**src/gpc_consts.vh**
```
/*
 * Constants for the pad configuration and manual pin control block:
 * register offsets, field layout, reset values and mode codes.
 * Assumes a 32-bit plain register port with byte offsets that are word aligned.
 */
`ifndef GPC_CONSTS_VH
`define GPC_CONSTS_VH

// Register offsets
`define GPC_ADDR_DIR        8'h00
`define GPC_ADDR_SRC        8'h04
`define GPC_ADDR_DRV        8'h08
`define GPC_ADDR_SLEW_SEL   8'h0C
`define GPC_ADDR_SLEW_SET   8'h10
`define GPC_ADDR_SLEW_RD    8'h14
`define GPC_ADDR_LVL_OUT    8'h18
`define GPC_ADDR_LVL_IN     8'h1C

// Pin counts and pairing range
`define GPC_NUM_PINS        19
`define GPC_PAIR_LO         8
`define GPC_PAIR_HI         17
`define GPC_NUM_GROUPS      5
`define GPC_GROUP_SIZE      4

// Reset values
`define GPC_DIR_RST         19'h0_0000
`define GPC_SRC_RST         32'h0000_0000
`define GPC_DRV_RST         19'h0_0000
`define GPC_LVL_RST         19'h0_0000
`define GPC_SLEW_RST        2'h0

// Slew encodings
`define GPC_SLEW_LOWEST     2'h0
`define GPC_SLEW_LOW        2'h1
`define GPC_SLEW_MEDIUM     2'h2
`define GPC_SLEW_HIGH       2'h3

// Group source codes
`define GPC_SRC_MANUAL      4'h3

`endif

```
**src/gpc_pad_ctrl.v**
```verilog
/*
 * Pad configuration and manual pin control for a 19-pin general-purpose port.
 * Holds direction, group source select, drive boost and slew per pin, drives
 * manual output levels and samples input pins through two flip-flops.
 * All registers and pad outputs clear on reset, so every pin starts as an input.
 * Unmapped offsets ignore writes and read zero; the register port never stalls.
 * Level bits of input pins and of non-manual groups never reach the pads.
 * Assumes a plain register port (one-cycle strobes, read data next cycle) and
 * a second crosspoint source supplied from elsewhere in the device.
 * Assumes pad inputs are asynchronous, while claims and function outputs
 * come from logic on this same clock.
 */
// Strobed register access and the register addresses were left to the implementer.
`timescale 1ns/1ps
`include "gpc_consts.vh"

module gpc_pad_ctrl #(
    parameter NUM_PINS = `GPC_NUM_PINS
) (
    // Clock and reset
    input  wire                  i_core_clk,
    input  wire                  i_sys_rst,
    // Register port
    input  wire [7:0]            i_reg_addr,
    input  wire [31:0]           i_reg_wdata,
    input  wire                  i_reg_wr,
    input  wire                  i_reg_rd,
    output reg  [31:0]           o_reg_rdata,
    // Second crosspoint
    input  wire [NUM_PINS-1:0]   i_xp2_claim,
    input  wire [NUM_PINS-1:0]   i_xp2_oe,
    input  wire [NUM_PINS-1:0]   i_xp2_out,
    // Other first-crosspoint functions
    input  wire [NUM_PINS-1:0]   i_xp1_func_out,
    // Pads
    input  wire [NUM_PINS-1:0]   i_pad_in,
    output reg  [NUM_PINS-1:0]   o_pad_out,
    output reg  [NUM_PINS-1:0]   o_pad_oe,
    output reg  [NUM_PINS-1:0]   o_pad_drive_boost,
    output reg  [2*NUM_PINS-1:0] o_pad_slew
);
    // Configuration registers
    reg  [NUM_PINS-1:0]   pin_direction_mask_r;
    reg  [31:0]           source_select_nibbles_r;
    reg  [NUM_PINS-1:0]   drive_boost_mask_r;
    reg  [NUM_PINS-1:0]   slew_pin_select_r;
    reg  [NUM_PINS-1:0]   output_level_r;
    reg  [NUM_PINS-1:0]   slew_rd_sel_r;
    // Input synchroniser
    reg  [NUM_PINS-1:0]   pad_in_meta_r;
    reg  [NUM_PINS-1:0]   pad_in_sync_r;
    // Write strobes per register
    wire                  wr_dir;
    wire                  wr_src;
    wire                  wr_drv;
    wire                  wr_slew_sel;
    wire                  wr_slew_rd;
    wire                  wr_lvl_out;
    // Derived nets
    wire [NUM_PINS-1:0]   drv_expanded;
    wire [NUM_PINS-1:0]   slew_sel_expanded;
    wire [NUM_PINS-1:0]   manual_mask;
    wire [1:0]            slew_rd_setting;
    wire [2*NUM_PINS-1:0] slew_settings;
    wire                  slew_wr;
    reg  [31:0]           rdata_nxt;
    reg  [NUM_PINS-1:0]   pad_out_nxt;
    reg  [NUM_PINS-1:0]   pad_oe_nxt;
    reg  [NUM_PINS-1:0]   boost_nxt;
    reg  [2*NUM_PINS-1:0] slew_nxt;
    integer p;

    // Pair expansion for drive boost writes
    gpc_pair_expand #(
        .NUM_PINS (NUM_PINS)
    ) u_drv_pair (
        .i_mask (i_reg_wdata[NUM_PINS-1:0]),
        .o_mask (drv_expanded)
    );

    // Pair expansion for slew select
    gpc_pair_expand #(
        .NUM_PINS (NUM_PINS)
    ) u_slew_pair (
        .i_mask (slew_pin_select_r),
        .o_mask (slew_sel_expanded)
    );

    // Writing the setting register applies it to the selected pins
    assign slew_wr = i_reg_wr && (i_reg_addr == `GPC_ADDR_SLEW_SET);

    // Per-pin slew store
    gpc_slew_bank #(
        .NUM_PINS (NUM_PINS)
    ) u_slew (
        .i_core_clk   (i_core_clk),
        .i_sys_rst    (i_sys_rst),
        .i_wr         (slew_wr),
        .i_sel        (slew_sel_expanded),
        .i_setting    (i_reg_wdata[1:0]),
        .i_rd_sel     (slew_rd_sel_r),
        .o_rd_setting (slew_rd_setting),
        .o_settings   (slew_settings)
    );

    // Manual mode per group: nibble g covers pins 4g..4g+3, last group 16-18
    genvar g;
    generate
        for (g = 0; g < NUM_PINS; g = g + 1) begin : g_grp
            assign manual_mask[g] = (source_select_nibbles_r[4*(g/`GPC_GROUP_SIZE)+3 -: 4]
                                     == `GPC_SRC_MANUAL);
        end
    endgenerate

    // Write decode, one strobe per writable offset except GPC_ADDR_SLEW_SET (decoded above); unmapped offsets hit none
    assign wr_dir      = i_reg_wr && (i_reg_addr == `GPC_ADDR_DIR);
    assign wr_src      = i_reg_wr && (i_reg_addr == `GPC_ADDR_SRC);
    assign wr_drv      = i_reg_wr && (i_reg_addr == `GPC_ADDR_DRV);
    assign wr_slew_sel = i_reg_wr && (i_reg_addr == `GPC_ADDR_SLEW_SEL);
    assign wr_slew_rd  = i_reg_wr && (i_reg_addr == `GPC_ADDR_SLEW_RD);
    assign wr_lvl_out  = i_reg_wr && (i_reg_addr == `GPC_ADDR_LVL_OUT);

    // Pin direction, one means output
    always @(posedge i_core_clk) begin
        if (i_sys_rst) begin
            pin_direction_mask_r <= `GPC_DIR_RST;
        end else if (wr_dir) begin
            pin_direction_mask_r <= i_reg_wdata[NUM_PINS-1:0];
        end
    end

    // Group source nibbles of the first crosspoint
    always @(posedge i_core_clk) begin
        if (i_sys_rst) begin
            source_select_nibbles_r <= `GPC_SRC_RST;
        end else if (wr_src) begin
            source_select_nibbles_r <= i_reg_wdata;
        end
    end

    // Drive boost mask, stored already pair expanded
    always @(posedge i_core_clk) begin
        if (i_sys_rst) begin
            drive_boost_mask_r <= `GPC_DRV_RST;
        end else if (wr_drv) begin
            drive_boost_mask_r <= drv_expanded;
        end
    end

    // Raw slew pin select; pairing is applied at update time
    always @(posedge i_core_clk) begin
        if (i_sys_rst) begin
            slew_pin_select_r <= `GPC_DRV_RST;
        end else if (wr_slew_sel) begin
            slew_pin_select_r <= i_reg_wdata[NUM_PINS-1:0];
        end
    end

    // One-hot pin select for slew readback
    always @(posedge i_core_clk) begin
        if (i_sys_rst) begin
            slew_rd_sel_r <= `GPC_DRV_RST;
        end else if (wr_slew_rd) begin
            slew_rd_sel_r <= i_reg_wdata[NUM_PINS-1:0];
        end
    end

    // Manual output level word
    always @(posedge i_core_clk) begin
        if (i_sys_rst) begin
            output_level_r <= `GPC_LVL_RST;
        end else if (wr_lvl_out) begin
            output_level_r <= i_reg_wdata[NUM_PINS-1:0];
        end
    end

    // Synchroniser first stage, may go metastable on a pad edge
    always @(posedge i_core_clk) begin
        if (i_sys_rst) begin
            pad_in_meta_r <= `GPC_LVL_RST;
        end else begin
            pad_in_meta_r <= i_pad_in;
        end
    end

    // Synchroniser second stage, the only reader of the first
    always @(posedge i_core_clk) begin
        if (i_sys_rst) begin
            pad_in_sync_r <= `GPC_LVL_RST;
        end else begin
            pad_in_sync_r <= pad_in_meta_r;
        end
    end

    // Read data mux; unmapped offsets read zero
    always @* begin
        rdata_nxt = 32'h0000_0000;
        case (i_reg_addr)
            `GPC_ADDR_DIR:      rdata_nxt[NUM_PINS-1:0] = pin_direction_mask_r;
            `GPC_ADDR_SRC:      rdata_nxt = source_select_nibbles_r;
            `GPC_ADDR_DRV:      rdata_nxt[NUM_PINS-1:0] = drive_boost_mask_r;
            `GPC_ADDR_SLEW_SEL: rdata_nxt[NUM_PINS-1:0] = slew_pin_select_r;
            `GPC_ADDR_SLEW_SET: rdata_nxt[1:0] = slew_rd_setting;
            `GPC_ADDR_SLEW_RD:  rdata_nxt[1:0] = slew_rd_setting;
            `GPC_ADDR_LVL_OUT:  rdata_nxt[NUM_PINS-1:0] = output_level_r;
            `GPC_ADDR_LVL_IN:   rdata_nxt[NUM_PINS-1:0] = pad_in_sync_r & ~pin_direction_mask_r
                                                          & manual_mask;
            default:            rdata_nxt = 32'h0000_0000;
        endcase
    end

    // Read data register, valid the cycle after the strobe
    always @(posedge i_core_clk) begin
        if (i_sys_rst) begin
            o_reg_rdata <= 32'h0000_0000;
        end else if (i_reg_rd) begin
            o_reg_rdata <= rdata_nxt;
        end else begin
            o_reg_rdata <= 32'h0000_0000;
        end
    end

    // Per-pin pad drive selection
    always @* begin
        pad_out_nxt = `GPC_LVL_RST;
        pad_oe_nxt  = `GPC_LVL_RST;
        boost_nxt   = `GPC_DRV_RST;
        slew_nxt    = {2*NUM_PINS{1'b0}};
        for (p = 0; p < NUM_PINS; p = p + 1) begin
            if (i_xp2_claim[p]) begin
                pad_oe_nxt[p]  = i_xp2_oe[p];
                pad_out_nxt[p] = i_xp2_out[p];
            end else begin
                pad_oe_nxt[p] = pin_direction_mask_r[p];
                if (manual_mask[p]) begin
                    pad_out_nxt[p] = output_level_r[p] & pin_direction_mask_r[p];
                end else begin
                    pad_out_nxt[p] = i_xp1_func_out[p] & pin_direction_mask_r[p];
                end
            end
            if (pad_oe_nxt[p]) begin
                boost_nxt[p]      = drive_boost_mask_r[p];
                slew_nxt[2*p +: 2] = slew_settings[2*p +: 2];
            end
        end
    end

    // Registered pad output levels
    always @(posedge i_core_clk) begin
        if (i_sys_rst) begin
            o_pad_out <= `GPC_LVL_RST;
        end else begin
            o_pad_out <= pad_out_nxt;
        end
    end

    // Registered pad output enables, low during reset so pins float as inputs
    always @(posedge i_core_clk) begin
        if (i_sys_rst) begin
            o_pad_oe <= `GPC_LVL_RST;
        end else begin
            o_pad_oe <= pad_oe_nxt;
        end
    end

    // Registered drive boost per pad
    always @(posedge i_core_clk) begin
        if (i_sys_rst) begin
            o_pad_drive_boost <= `GPC_DRV_RST;
        end else begin
            o_pad_drive_boost <= boost_nxt;
        end
    end

    // Registered slew per pad, two bits each
    always @(posedge i_core_clk) begin
        if (i_sys_rst) begin
            o_pad_slew <= {2*NUM_PINS{1'b0}};
        end else begin
            o_pad_slew <= slew_nxt;
        end
    end
endmodule

```
**src/gpc_pair_expand.v**
```verilog
/*
 * Pair expansion of a per-pin mask: for pins 8 to 17, a set bit in a pair
 * sets both bits of that pair. Purely combinational.
 * Assumes pairs are (8,9),(10,11),(12,13),(14,15),(16,17).
 */
`timescale 1ns/1ps
`include "gpc_consts.vh"

module gpc_pair_expand #(
    parameter NUM_PINS = `GPC_NUM_PINS
) (
    // Mask in and out
    input  wire [NUM_PINS-1:0] i_mask,
    output wire [NUM_PINS-1:0] o_mask
);
    genvar g;
    // Each pin ORs in its partner when inside the paired range
    generate
        for (g = 0; g < NUM_PINS; g = g + 1) begin : g_pin
            if (g >= `GPC_PAIR_LO && g <= `GPC_PAIR_HI) begin : g_pair
                assign o_mask[g] = i_mask[g] | i_mask[g ^ 1];
            end else begin : g_single
                assign o_mask[g] = i_mask[g];
            end
        end
    endgenerate
endmodule

```
**src/gpc_slew_bank.v**
```verilog
/*
 * Per-pin slew setting store, two bits per pin, with masked update and
 * one-hot readback. Assumes the select mask is already pair expanded.
 */
`timescale 1ns/1ps
`include "gpc_consts.vh"

module gpc_slew_bank #(
    parameter NUM_PINS = `GPC_NUM_PINS
) (
    // Clock and reset
    input  wire                  i_core_clk,
    input  wire                  i_sys_rst,
    // Update
    input  wire                  i_wr,
    input  wire [NUM_PINS-1:0]   i_sel,
    input  wire [1:0]            i_setting,
    // Readback
    input  wire [NUM_PINS-1:0]   i_rd_sel,
    output reg  [1:0]            o_rd_setting,
    // Flattened settings
    output wire [2*NUM_PINS-1:0] o_settings
);
    reg [1:0] slew_r [0:NUM_PINS-1];
    integer k;

    genvar g;
    // Each selected pin takes the new setting, others keep theirs
    generate
        for (g = 0; g < NUM_PINS; g = g + 1) begin : g_pin
            always @(posedge i_core_clk) begin
                if (i_sys_rst) begin
                    slew_r[g] <= `GPC_SLEW_RST;
                end else if (i_wr && i_sel[g]) begin
                    slew_r[g] <= i_setting;
                end
            end
            assign o_settings[2*g+1:2*g] = slew_r[g];
        end
    endgenerate

    // One-hot readback: OR of selected entries
    always @* begin
        o_rd_setting = 2'h0;
        for (k = 0; k < NUM_PINS; k = k + 1) begin
            if (i_rd_sel[k]) begin
                o_rd_setting = o_rd_setting | slew_r[k];
            end
        end
    end
endmodule

```
**config.mk**
```make
export PLATFORM = sky130hd
export DESIGN_NAME = gpc_pad_ctrl
export DESIGN_NICKNAME = d
export VERILOG_FILES = /design/src/gpc_pad_ctrl.v /design/src/gpc_pair_expand.v /design/src/gpc_slew_bank.v
export VERILOG_INCLUDE_DIRS = /design/src
export SDC_FILE = /design/constraint.sdc
export NUM_CORES = 1
export LEC_CHECK = 0
export ABC_AREA = 0
export BUFFER_PORTS_ARGS = -buffer_cell sky130_fd_sc_hd__buf_2
export CAP_MARGIN = 20
export CELL_PAD_IN_SITES_DETAIL_PLACEMENT = 0
export CELL_PAD_IN_SITES_GLOBAL_PLACEMENT = 2
export CORE_ASPECT_RATIO = 0.7
export CORE_MARGIN = 2
export CORE_UTILIZATION = 30
export DETAILED_ROUTE_END_ITERATION = 8
export MAX_ROUTING_LAYER = met4
export PLACE_DENSITY = 0.83
export RECOVER_POWER = 25
export SYNTH_ARGS = -nofsm -noshare
export SYNTH_HDL_FRONTEND = slang
export SYNTH_SLANG_ARGS = --single-unit
```
**constraint.sdc**
```tcl
create_clock -name i_core_clk -period 1.8 [get_ports i_core_clk]
set_clock_uncertainty 0.1 [all_clocks]
set_input_delay 0.09 -clock i_core_clk [delete_from_list [all_inputs] [get_ports i_core_clk]]
set_output_delay 0.09 -clock i_core_clk [all_outputs]
set_load 0.01 [all_outputs]
```
; Word level (Yosys, flattened, before mapping)
; Memory sizes are Yosys's and may differ from the RTL's.
; Index checks and enable logic that the tools add are counted.
[classes]
add_sub_neg = 0
mul = 0
div = 0
n_lt_le_gt_ge = 0
eq_ne = 12
n_shift = 0
muxes = 141
n_bitwise = 109
reduce_logical = 44
[op_table]
columns = op, n
row1 = one-hot mux 17 bit (6 select lines), 1
row2 = 2-to-1 mux 1 bit, 101
row3 = 2-to-1 mux 2 bit, 38
row4 = OR reduction 2 bit, 21
row5 = AND 1 bit, 38
row6 = AND 19 bit, 2
row7 = bitwise OR 2 bit, 18
row8 = == test 8 x 5 -> 1 bit (second input constant), 4
row9 = bitwise OR 1 bit, 29
row10 = logical AND 1 bit, 21
row11 = NOT 1 bit, 21
row12 = == test 4 x 2 -> 1 bit (second input constant), 5
row13 = NOT 19 bit, 1
row14 = == test 8 x 4 -> 1 bit (second input constant), 2
row15 = one-hot mux 2 bit (7 select lines), 1
row16 = == test 8 x 3 -> 1 bit (second input constant), 1
row17 = zero test 8 bit, 1
row18 = OR reduction 3 bit, 1
[word_totals]
reg_bits = 292
latch_bits = 0
ramBits = 38
romBits = 0
in_bits = 139
out_inout_bits = 127
elab_cells = 357
memories = 1
[memory_table]
columns = memory, depth, word_bits, read_ports, rd_clocked_by_memory_dff, wr, line_no
row1 = u_slew.slew_r, 19, 2, 19, 0, 19, gpc_slew_bank.v:24  ; reg [1:0] slew_r [0:NUM_PINS-1];

; Longest topological paths before layout
; Gate-level depths: netlist (run 1).
; An unclocked memory read counts as a cell.
[depth]
ltp_word = 39
depth_mapped = 8
depth_no_buf = 4

; Modules after synthesis
; A second synthesis (run 1) with hierarchy kept.
[unflattened]
hier_cells = 1332
area_unflattened_um2 = 12435.7
[modules_own_cells]
columns = module, n_inst, cells_each, area_each_um2, seq_area_each_um2
row1 = gpc_pad_ctrl, 1, 1142, 10423.7, 5845.6
row2 = gpc_slew_bank, 1, 152, 1739.2, 1141.1
row3 = gpc_pair_expand, 2, 19, 136.4, 0.0

; Worst setup path after synthesis (run 1)
; No wires, ideal clock.
[synth_path]
path_kind = input to register
start = input port i_reg_addr[7]
end = register slew_pin_select_r[12]
setup_time_ps = 128
t_arrival_ps = 1692
required_ps = 1572
setup_slack_ps = -119
stages = 7
n_path_buf = 3
cell_sequence = or4_1 -> clkbuf_1 -> or4_4 -> buf_6 -> buf_6 -> mux2i_1 -> nor2_1
[synth_between]
elab_chain_len = 2
[synth_rtl]
columns = item, line_no
row1 = start: declaration, gpc_pad_ctrl.v:24  ; input wire [7:0] i_reg_addr,
row2 = == test 8 x 4 -> 1 bit, n/a
row3 = logical AND 1 bit, gpc_pad_ctrl.v:119  ; assign wr_slew_sel = i_reg_wr && (i_reg_addr == `GPC_ADDR_SLEW_SEL);
row4 = end signal: assignment, gpc_pad_ctrl.v:153  ; slew_pin_select_r <= `GPC_DRV_RST;
row5 = end signal: assignment, gpc_pad_ctrl.v:155  ; slew_pin_select_r <= i_reg_wdata[NUM_PINS-1:0];
row6 = end: declaration, gpc_pad_ctrl.v:46  ; reg [NUM_PINS-1:0] slew_pin_select_r;
; Every way passes these cells.
; A chain may end at the register's enable or synchronous reset.

; Worst setup path in the final report (run 1)
[layout_path]
start = input port i_xp2_claim[4]
end = register o_pad_oe[4]
[layout_between]
elab_chain_len = 1
[layout_rtl]
columns = item, line_no
row1 = start: declaration, gpc_pad_ctrl.v:30  ; input wire [NUM_PINS-1:0] i_xp2_claim,
row2 = 2-to-1 mux 1 bit, gpc_pad_ctrl.v:230  ; if (i_xp2_claim[p]) begin
row3 = end signal: assignment, gpc_pad_ctrl.v:260  ; o_pad_oe <= `GPC_LVL_RST;
row4 = end signal: assignment, gpc_pad_ctrl.v:262  ; o_pad_oe <= pad_oe_nxt;
row5 = end: declaration, gpc_pad_ctrl.v:38  ; output reg [NUM_PINS-1:0] o_pad_oe,
; Every way passes these cells.

==> results.cfg, run 1 <==
[status]
status = complete, no violations

[clocking]
max-clock-path-buffers = 3
cts_buffers = 36
source_to_sink_clock_delay_at_the_later_pin_of_the_worst_skew_pair_ps = 530
cts.sinks = 315
clk_root_buf = sky130_fd_sc_hd__clkbuf_16
cts_tree = yes
cts_htree_levels = 2
clk_transition_reported_paths_ps = 60

[die]
fp.dieW_um = 238
num_io_pins = 266
start_util_pct = 30.2
std_cell_rows = 60
core_area_um2 = 38200
dieHeight_um = 168
die-area_um2 = 40100

[sta]
setup_repair_after_global_routing_missed_its_margin = false
report.final.setup_viol = 0
final-hold-violation-count = 0
report.final.slew_viol_count = 0
fin_tns_setup_ps = 0
worst_slew_margin_relative_to_its_limit_pct = 36.0
worst-slew-pin-transition_ps = 960
max_freq_mhz = 576
min_period_ps = 1740
layout_worst_path_cycle_share_pct = 96.4

[drt]
wire_per_inst_um = 18.8
ant_nets = 0
detailroute.via_count = 10000
avgViaCountPerCell = 4.70
route.detailed.drc = 0
drt_pass1_iterations = 5
detailedRoute.firstIterationViolations = 657
detail_route.wirelength_mm = 40.1

[grt]
number_of_global_route_vias_before_repair = 9937
grt_use_total_pct = 20.3
global_route_congestion_overflow_total = 0
antenna_found_initial = 3
grt_start_max_net_pins = 74
grt_pass1_wl_mm = 60.0

[logic_synthesis]
yosysTopAreaCell = sky130_fd_sc_hd__dfxtp_1
netlist_top_cells_count = sky130_fd_sc_hd__dfxtp_1 (287), sky130_fd_sc_hd__nand2_1 (148), sky130_fd_sc_hd__nor2_1 (100)
number_of_synthesized_flops_with_an_enable_pin = 28
synth_top_cells_by_area = sky130_fd_sc_hd__dfxtp_1 (50%), sky130_fd_sc_hd__mux2i_1 (8.4%), sky130_fd_sc_hd__edfxtp_1 (7.3%)
postSynthNetCount = 1287
synth_top_flop_cell = sky130_fd_sc_hd__dfxtp_1
ys_seq_area_share_pct = 57.1
synth.avg_cell_area_um2 = 10.1
synth.most_common_cell = sky130_fd_sc_hd__dfxtp_1
synthArstFlopShare_pct = 0
yosys.cell_types.count = 45
netlist_instances = 1148
yosys_warnings = 0
syn-cell-area_um2 = 11500
ys_seq_elements = 315
netlist.area_leader.share_pct = 49.8

[final_layout]
final_cell_count_no_fill = 2130
num-nets-final = 1741
area_added_between_synthesis_and_finish_pct = 44.7
postLayoutCoreUtil_pct = 43.7
fillers = 3627
drive_above_1_share_pct = 20.4

[placed_design]
dp_hpwl_mm = 28.2
place.detailed.instances = 1909
io_buffers = 265
gp_congestion = 0.842

[worst_setup_path]
timing.critical_path.fanout_max = 4
cp-end-kind = flop
path_class = input port to flop
max_stage_delay_ps = 580
critical_path_startpoint_category = input port
critical_path.slowest_cell = sky130_fd_sc_hd__dlygate4sd3_1
most_used_cell_along_the_critical_path = sky130_fd_sc_hd__dlygate4sd3_1
timing.critical_path.cells = dlygate4sd3_1 -> buf_2 -> nand2_1 -> dlygate4sd3_1 -> a21oi_4 -> dlygate4sd3_1
worst-endpoint-required_ps = 2120
timing.critical_path.arrival_ps = 2050

[min_path]
min_path_type = input port to flop

[power_and_ir_drop]
max-vdd-ir-drop_mv = 0.700
power.density_cell_area_nw_per_um2 = 982
p_leak_uw = 0.00658

[flow_run]
maxCapViolCount = 0
-- state kept, by name, indices dropped and copies added (netlist names) --
signal and count:
source_select_nibbles_r 32, slew_pin_select_r 19, output_level_r 19, o_pad_drive_boost 19
pad_in_meta_r 19, o_reg_rdata 32, pin_direction_mask_r 19, o_pad_slew 38
pad_in_sync_r 19, o_pad_out 19, u_slew.slew_r 28, slew_rd_sel_r 19
o_pad_oe 19, drive_boost_mask_r 14
-- cell usage in the layout (no fill, tap or decap), drive strengths merged, types with 2 or more instances in the layout --
cell | synthesis | final
bufinv | 0 | 6
o311ai | 2 | 2
nand4 | 4 | 4
or4b | 3 | 3
clkbuf | 48 | 135
buf | 19 | 254
a221oi | 6 | 6
nor3 | 23 | 23
diode | 0 | 4
or3 | 6 | 6
nor4bb | 5 | 5
clkinv | 0 | 4
a21o | 9 | 9
nand2 | 148 | 148
nand4b | 17 | 17
mux2i | 97 | 97
o21bai | 5 | 5
a31oi | 7 | 7
and3 | 2 | 2
a21oi | 89 | 89
nand2b | 19 | 19
or4 | 3 | 3
nor2 | 100 | 100
dfxtp | 287 | 287
nor3b | 3 | 3
a222oi | 6 | 6
o32ai | 2 | 2
o21ai | 13 | 13
inv | 13 | 14
edfxtp | 28 | 28
o31ai | 2 | 2
dlygate4sd3 | 0 | 148
and2 | 88 | 88
a22oi | 13 | 13
o2bb2ai | 17 | 17
a2bb2oi | 19 | 19
nor2b | 39 | 39
nand3b | 3 | 3
-- per-stage QoR --
stage                     hold WS (ps)  setup slack [ps]  instance area (µm²)  power [µW]
after detailed placement           202              -337                13900        8080
after CTS                         41.7              3.27                16800       16600
final                             46.5              64.1                16700       16400
after global routing              54.9              17.2                16700       17000
after floorplan                    118              -114                11600        7650
after global placement             210              -300                13900        8070
-- routing by layer --
metal | vias to the layer above | GRT usage (%) | wire (µm)
met5 | - | - | 0
met4 | 0 | 6.03 | 873
met3 | 63 | 4.69 | 2600
met2 | 314 | 28.9 | 17000
met1 | 4781 | 28.5 | 19600
li1 | 4859 | - | -
-- logic make-up after synthesis --
logic type | share of synthesized area (%)
AO/OA/AOI/OAI | 10.7
flip-flops | 57.1
AND/OR/NAND/NOR | 20.8
multiplexers | 8.41
buffers and inverters | 3.02
-- critical path: cells and delay by family --
kind                   cells  cell delay (ps)
AO/OA/AOI/OAI              1               70
buffers and inverters      4             1830
AND/OR/NAND/NOR            1               50
-- final cells by class --
class	count	area (µm²)	share of cell area (%)
multi-input combinational	753	4680	28.0
timing repair buffer	483	3400	20.3
clock inverter	12	234	1.40
clock buffer	54	1120	6.73
sequential	315	6590	39.4
inverter	13	48.8	0.292
antenna	4	10.0	0.0599
tap	496	621	3.72
-- power breakdown --
| part | leakage, µW | switching, µW | internal, µW |
|---|---|---|---|
| clock | 0.000661 | 3010 | 5210 |
| combinational | 0.00331 | 457 | 494 |
| sequential | 0.00262 | 49.0 | 7180 |
-- repair_timing --
action / 4_1_cts / 5_1_grt
endpoints found under the hold margin: 228 / 0
resized for setup: 0 / 6
hold buffers: 151 / 0
setup endpoints to repair: 0 / 9
buffers inserted: 0 / 3
-- worst paths after layout --
check,startpoint,end,slack [ps],cells past startpoint
worst max register to register,source_select_nibbles_r[8],o_pad_out[8],120,5
worst min-delay path,i_sys_rst,output_level_r[11],50,4
worst min register to register,pad_in_meta_r[1],pad_in_sync_r[1],330,1
worst max-delay path,i_xp2_claim[4],o_pad_oe[4],60,6
Note: power is estimated with default switching activity, not from simulation.
==> inputs of run 2 (changes only) <==
- ABC_AREA: 0 -> 1
- CORE_UTILIZATION: 30 -> 28
==> results.cfg, run 2 <==
[logic_synthesis]
synth.most_common_cell = sky130_fd_sc_hd__dfxtp_1
synthArstFlopShare_pct = 0
yosys.cell_types.count = 27
synth_top_cells_by_area = sky130_fd_sc_hd__dfxtp_1 (48%), sky130_fd_sc_hd__inv_1 (8.0%), sky130_fd_sc_hd__a21oi_1 (7.9%)
netlist.area_leader.share_pct = 48.0
synth_top_flop_cell = sky130_fd_sc_hd__dfxtp_1
synth.avg_cell_area_um2 = 7.85
netlist_top_cells_count = sky130_fd_sc_hd__dfxtp_1 (287), sky130_fd_sc_hd__inv_1 (255), sky130_fd_sc_hd__nor2_1 (224)
ys_seq_elements = 315
yosys_warnings = 0
syn-cell-area_um2 = 12000
ys_seq_area_share_pct = 55.0
number_of_synthesized_flops_with_an_enable_pin = 28
netlist_instances = 1525
postSynthNetCount = 1664
yosysTopAreaCell = sky130_fd_sc_hd__dfxtp_1

[min_path]
timing.hold.worst.start = i_reg_rd
min_path_type = input port to flop

[worst_setup_path]
critical_path.startpoint = source_select_nibbles_r[10]
critical_path_startpoint_category = flop
path_class = flop to flop
worst-endpoint-required_ps = 2130
timing.critical_path.arrival_ps = 2100
timing.critical_path.fanout_max = 6
cp-end-kind = flop
r2r-start = source_select_nibbles_r[10]

[grt]
grt_start_max_net_pins = 119
number_of_global_route_vias_before_repair = 10700
grt_pass1_wl_mm = 62.0
global_route_congestion_overflow_total = 0
grt_use_total_pct = 18.8
antenna_found_initial = 3

[sta]
report.final.setup_viol = 0
min_period_ps = 1780
fin_tns_setup_ps = 0
worst_slew_margin_relative_to_its_limit_pct = 63.7
final-hold-violation-count = 0
report.final.slew_viol_count = 0
worst-slew-pin-transition_ps = 545
hold-worst-slack_ps = 17.1
setup_repair_after_global_routing_missed_its_margin = true
max_freq_mhz = 563
layout_worst_path_cycle_share_pct = 98.7

[placed_design]
place.detailed.instances = 2314
io_buffers = 265
dp_hpwl_mm = 29.5
gp_congestion = 0.844

[power_and_ir_drop]
switching_share_pct = 22.3
p_leak_uw = 0.00722
power.net_switching_uw = 3650
power.internal_uw = 12700
max-vdd-ir-drop_mv = 0.563
seqPwrFrac_pct = 44.2
power.density_cell_area_nw_per_um2 = 954
fin_total_pwr_uw = 16400
pwr-share-comb_pct = 6.2
clock_power_share_pct = 49.6

[final_layout]
num-nets-final = 2130
area_added_between_synthesis_and_finish_pct = 43.3
drive_above_1_share_pct = 16.2
largestRegisters = o_pad_slew x38, o_reg_rdata x32, source_select_nibbles_r x32
mostFrequentLayoutCells = sky130_fd_sc_hd__dfxtp_1 (283), sky130_fd_sc_hd__inv_1 (252), sky130_fd_sc_hd__nor2_1 (220)
final_cell_count_no_fill = 2573
registers.top_by_ff_count = o_pad_slew
most_frequent_standard_cell_in_the_layout_excluding_fill_and_tap_cells = sky130_fd_sc_hd__dfxtp_1
fillers = 4382
largest_register_ff_count = 38

[drt]
detailedRoute.firstIterationViolations = 738
route.detailed.drc = 0
drt_pass1_iterations = 5
wire_per_inst_um = 16.2
ant_nets = 0
detailroute.via_count = 11200
avgViaCountPerCell = 4.37
detail_route.wirelength_mm = 41.6

[clocking]
clk_root_buf = sky130_fd_sc_hd__clkbuf_16
source_to_sink_clock_delay_at_the_later_pin_of_the_worst_skew_pair_ps = 540
cts.sinks = 315
cts_htree_levels = 2
cts_tree = yes
clk_transition_reported_paths_ps = 60
cts_buffers = 36
max-clock-path-buffers = 3

[die]
start_util_pct = 28.3
dieHeight_um = 177
num_io_pins = 266
die-area_um2 = 44500
core_area_um2 = 42300
fp.dieW_um = 251
std_cell_rows = 63

[status]
status = complete, no violations

[flow_run]
maxCapViolCount = 0
run 2: layer usage:
layer	share of wire (%)	global-route usage (%)	routed length, µm
met1	51	27.2	21400
met2	40	26.5	16800
met3	6.2	3.75	2590
met4	1.9	4.64	771
met5	0	-	0
run 2: logic make-up (layout without fill, tap and decap cells):
group | after synthesis | after routing | share of synthesized area [%]
AO/OA/AOI/OAI | 362 | 362 | 15.4
buffers and inverters | 330 | 824 | 11.7
flip-flops | 315 | 315 | 55.0
other | 0 | 2 | 0
AND/OR/NAND/NOR | 518 | 518 | 17.9
run 2: cell type report:
class                      instances  area [µm²]  share of cell area (%)
antenna                            2        5.00                  0.0292
clock buffer                      50        1030                    5.98
clock inverter                    16         278                    1.62
inverter                         260         980                    5.71
multi-input combinational        880        4010                    23.3
sequential                       315        6590                    38.4
tap                              552         691                    4.03
timing repair buffer             498        3580                    20.9
run 2: path summary, 6_finish.rpt:
kind	to	slack, ps	cells past startpoint
min reg2reg	pad_in_sync_r[0]	300	2
max reg2reg	o_pad_out[11]	20	6
max	o_pad_out[11]	20	6
min	o_reg_rdata[17]	20	4
run 2: power by group through the flow:
| stage | Clock, µW | Combinational (µW) | Sequential (µW) |
|---|---|---|---|
| 2_1_floorplan | 0 | 302 | 7400 |
| 3_3_place_gp | 0 | 719 | 7390 |
| 3_5_place_dp | 0 | 725 | 7390 |
| 4_1_cts | 8310 | 1020 | 7240 |
| 5_1_grt | 8590 | 1120 | 7250 |
| 6_report | 8110 | 1020 | 7240 |
run 2: critical path, cell delays in order (launching register included):
cell and delay [ps]:
sky130_fd_sc_hd__dfxtp_1 310, sky130_fd_sc_hd__inv_1 70, sky130_fd_sc_hd__nand4_1 160, sky130_fd_sc_hd__buf_2 230, sky130_fd_sc_hd__o21ai_0 160, sky130_fd_sc_hd__a21oi_1 80
sky130_fd_sc_hd__dlygate4sd3_1 550
run 2: through the flow:
step	area, µm²	setup WS (ps)	util (%)
floorplan	12000	498	-
global placement	14000	33.1	33.2
detailed placement	14000	-54.5	33.2
CTS	17100	4.87	40.5
global route	17200	-54.6	40.6
finish	17200	23.5	40.6
run 2: repair_timing:
action	CTS	global route
gates resized for setup	0	20
hold endpoints to repair	230	33
setup buffers	0	8
hold buffers	180	15
endpoints found under the setup margin	0	66
==> inputs of run 3 (changes only) <==
==> constraint.sdc (replaced) <==
create_clock -name i_core_clk -period 1.8 [get_ports i_core_clk]
set_clock_uncertainty 0.1 [all_clocks]
set_input_delay 0.27 -clock i_core_clk [delete_from_list [all_inputs] [get_ports i_core_clk]]
set_output_delay 0.27 -clock i_core_clk [all_outputs]
set_load 0.01 [all_outputs]
==> results.cfg, run 3 (synthesized netlist as in run 2, its figures left out) <==
[sta]
layout_worst_path_cycle_share_pct = 96.8
report.final.slew_viol_count = 0
final-hold-violation-count = 3
worst_slew_margin_relative_to_its_limit_pct = 73.3
setup_repair_after_global_routing_missed_its_margin = true
worst-slew-pin-transition_ps = 401
min_period_ps = 1740
max_freq_mhz = 574
report.final.setup_viol = 0
hold-worst-slack_ps = -2.91

[drt]
ant_nets = 0
drt_pass1_iterations = 5
route.detailed.drc = 0
detailedRoute.firstIterationViolations = 606
wire_per_inst_um = 16.2
avgViaCountPerCell = 4.34
detailroute.via_count = 11000
detail_route.wirelength_mm = 41.0

[final_layout]
drive_above_1_share_pct = 21.5
area_added_between_synthesis_and_finish_pct = 40.0
largestRegisters = o_pad_slew x38, o_reg_rdata x32, source_select_nibbles_r x32
multiInputGateArea_um2 = 4020
seqCellArea_um2 = 6590
num-nets-final = 2088
final_cell_count_no_fill = 2534
registers.top_by_ff_count = o_pad_slew
largest_register_ff_count = 38
fillers = 4331
most_frequent_standard_cell_in_the_layout_excluding_fill_and_tap_cells = sky130_fd_sc_hd__dfxtp_1
mostFrequentLayoutCells = sky130_fd_sc_hd__dfxtp_1 (282), sky130_fd_sc_hd__buf_2 (265), sky130_fd_sc_hd__inv_1 (252)

[status]
status = finished with violations
violations = negative hold slack

[die]
dieHeight_um = 177
fp.dieW_um = 251
core_area_um2 = 42300
die-area_um2 = 44500
start_util_pct = 28.3
std_cell_rows = 63
num_io_pins = 266

[worst_setup_path]
worst-endpoint-required_ps = 2180
critical_path.slowest_cell = sky130_fd_sc_hd__dlygate4sd3_1
critical_path.n_buffers_inverters = 3
cp-end-kind = flop
timing.critical_path.cells = inv_2 -> nand4_1 -> buf_6 -> a21oi_2 -> o21ai_2 -> a21oi_2 -> dlygate4sd3_1
crit_family = buffers and inverters
most_used_cell_along_the_critical_path = sky130_fd_sc_hd__a21oi_2
critical_path_startpoint_category = flop
path_class = flop to flop
timing.critical_path.arrival_ps = 2120
timing.critical_path.fanout_max = 5
max_stage_delay_ps = 540

[placed_design]
place.detailed.instances = 2323
gp_congestion = 0.828
dp_hpwl_mm = 29.7
io_buffers = 265

[grt]
global_route_congestion_overflow_total = 0
grt_use_total_pct = 18.8
number_of_global_route_vias_before_repair = 10900
antenna_found_initial = 7
grt_start_max_net_pins = 48
grt_pass1_wl_mm = 62.0

[clocking]
cts.sinks = 315
cts_buffers = 36
source_to_sink_clock_delay_at_the_later_pin_of_the_worst_skew_pair_ps = 540
clk_root_buf = sky130_fd_sc_hd__clkbuf_16
clk_transition_reported_paths_ps = 70
max-clock-path-buffers = 3
cts_tree = yes
cts_htree_levels = 2

[min_path]
min_path_type = input port to flop

[flow_run]
maxCapViolCount = 0

[power_and_ir_drop]
p_leak_uw = 0.00738
max-vdd-ir-drop_mv = 0.552
power.density_cell_area_nw_per_um2 = 932
[run 3: cell count changes in the layout (fill, tap and decap cells not counted), moves of 6 or more]
cell,change
sky130_fd_sc_hd__buf_4,+6
sky130_fd_sc_hd__clkinv_2,+7
sky130_fd_sc_hd__dlygate4sd3_1,-49
sky130_fd_sc_hd__clkbuf_1,-85
sky130_fd_sc_hd__buf_2,+80
[run 3: tightest hold or removal path, stage by stage]
cell	delay, ps
sky130_fd_sc_hd__buf_2	90
sky130_fd_sc_hd__inv_1	40
sky130_fd_sc_hd__nand2_1	40
sky130_fd_sc_hd__o211ai_1	80
sky130_fd_sc_hd__a21oi_1	70
[run 3: power by group]
group,total (µW),switching [µW],leakage (µW),internal [µW]
combinational,963,508,0.00417,455
sequential,7240,51.0,0.00262,7180
clock,7430,3060,0.000595,4370
[run 3: metal layers]
metal | up-vias | GRT usage (%) | share of wire, %
met5 | - | - | 0
met4 | 0 | 4.09 | 1.7
met3 | 60 | 3.50 | 6.2
met2 | 307 | 27.4 | 41
met1 | 4995 | 26.8 | 51
li1 | 5629 | - | -
[run 3: what timing repair did]
| item | 4_1_cts | 5_1_grt |
|---|---|---|
| endpoints found under the hold margin | 135 | 0 |
| hold buffers | 142 | 0 |
| setup endpoints to repair | 0 | 22 |
| gates resized for setup | 0 | 24 |
| setup buffers | 0 | 7 |
[run 3: worst paths after layout]
kind	from	slack [ps]	end	depth (start not counted)
setup / recovery	source_select_nibbles_r[10]	60	o_pad_out[11]	7
hold / removal	i_xp1_func_out[12]	-3	o_pad_out[12]	5
setup reg to reg	source_select_nibbles_r[10]	60	o_pad_out[11]	7
hold reg to reg	pad_in_meta_r[17]	300	pad_in_sync_r[17]	2
[run 3: cell type report]
type | count | area share (%)
multi-input combinational | 880 | 24.0
clock inverter | 16 | 0.895
clock buffer | 49 | 6.21
antenna | 6 | 0.0895
timing repair buffer | 456 | 19.6
tap | 552 | 4.12
inverter | 260 | 5.83
sequential | 315 | 39.3
[run 3: per-stage QoR]
stage / setup TNS, ps / power [µW] / instance area [µm²] / util (%) / setup slack, ps
after floorplan: 0 / 7700 / 12000 / - / 318
after detailed placement: -21.9 / 8130 / 14100 / 33.5 / -21.1
after global placement: 0 / 8120 / 14100 / 33.5 / 1.83
after CTS: 0 / 15800 / 16800 / 39.7 / 6.30
after global routing: -30.0 / 16200 / 16800 / 39.7 / -30.0
final: 0 / 15600 / 16800 / 39.7 / 57.1
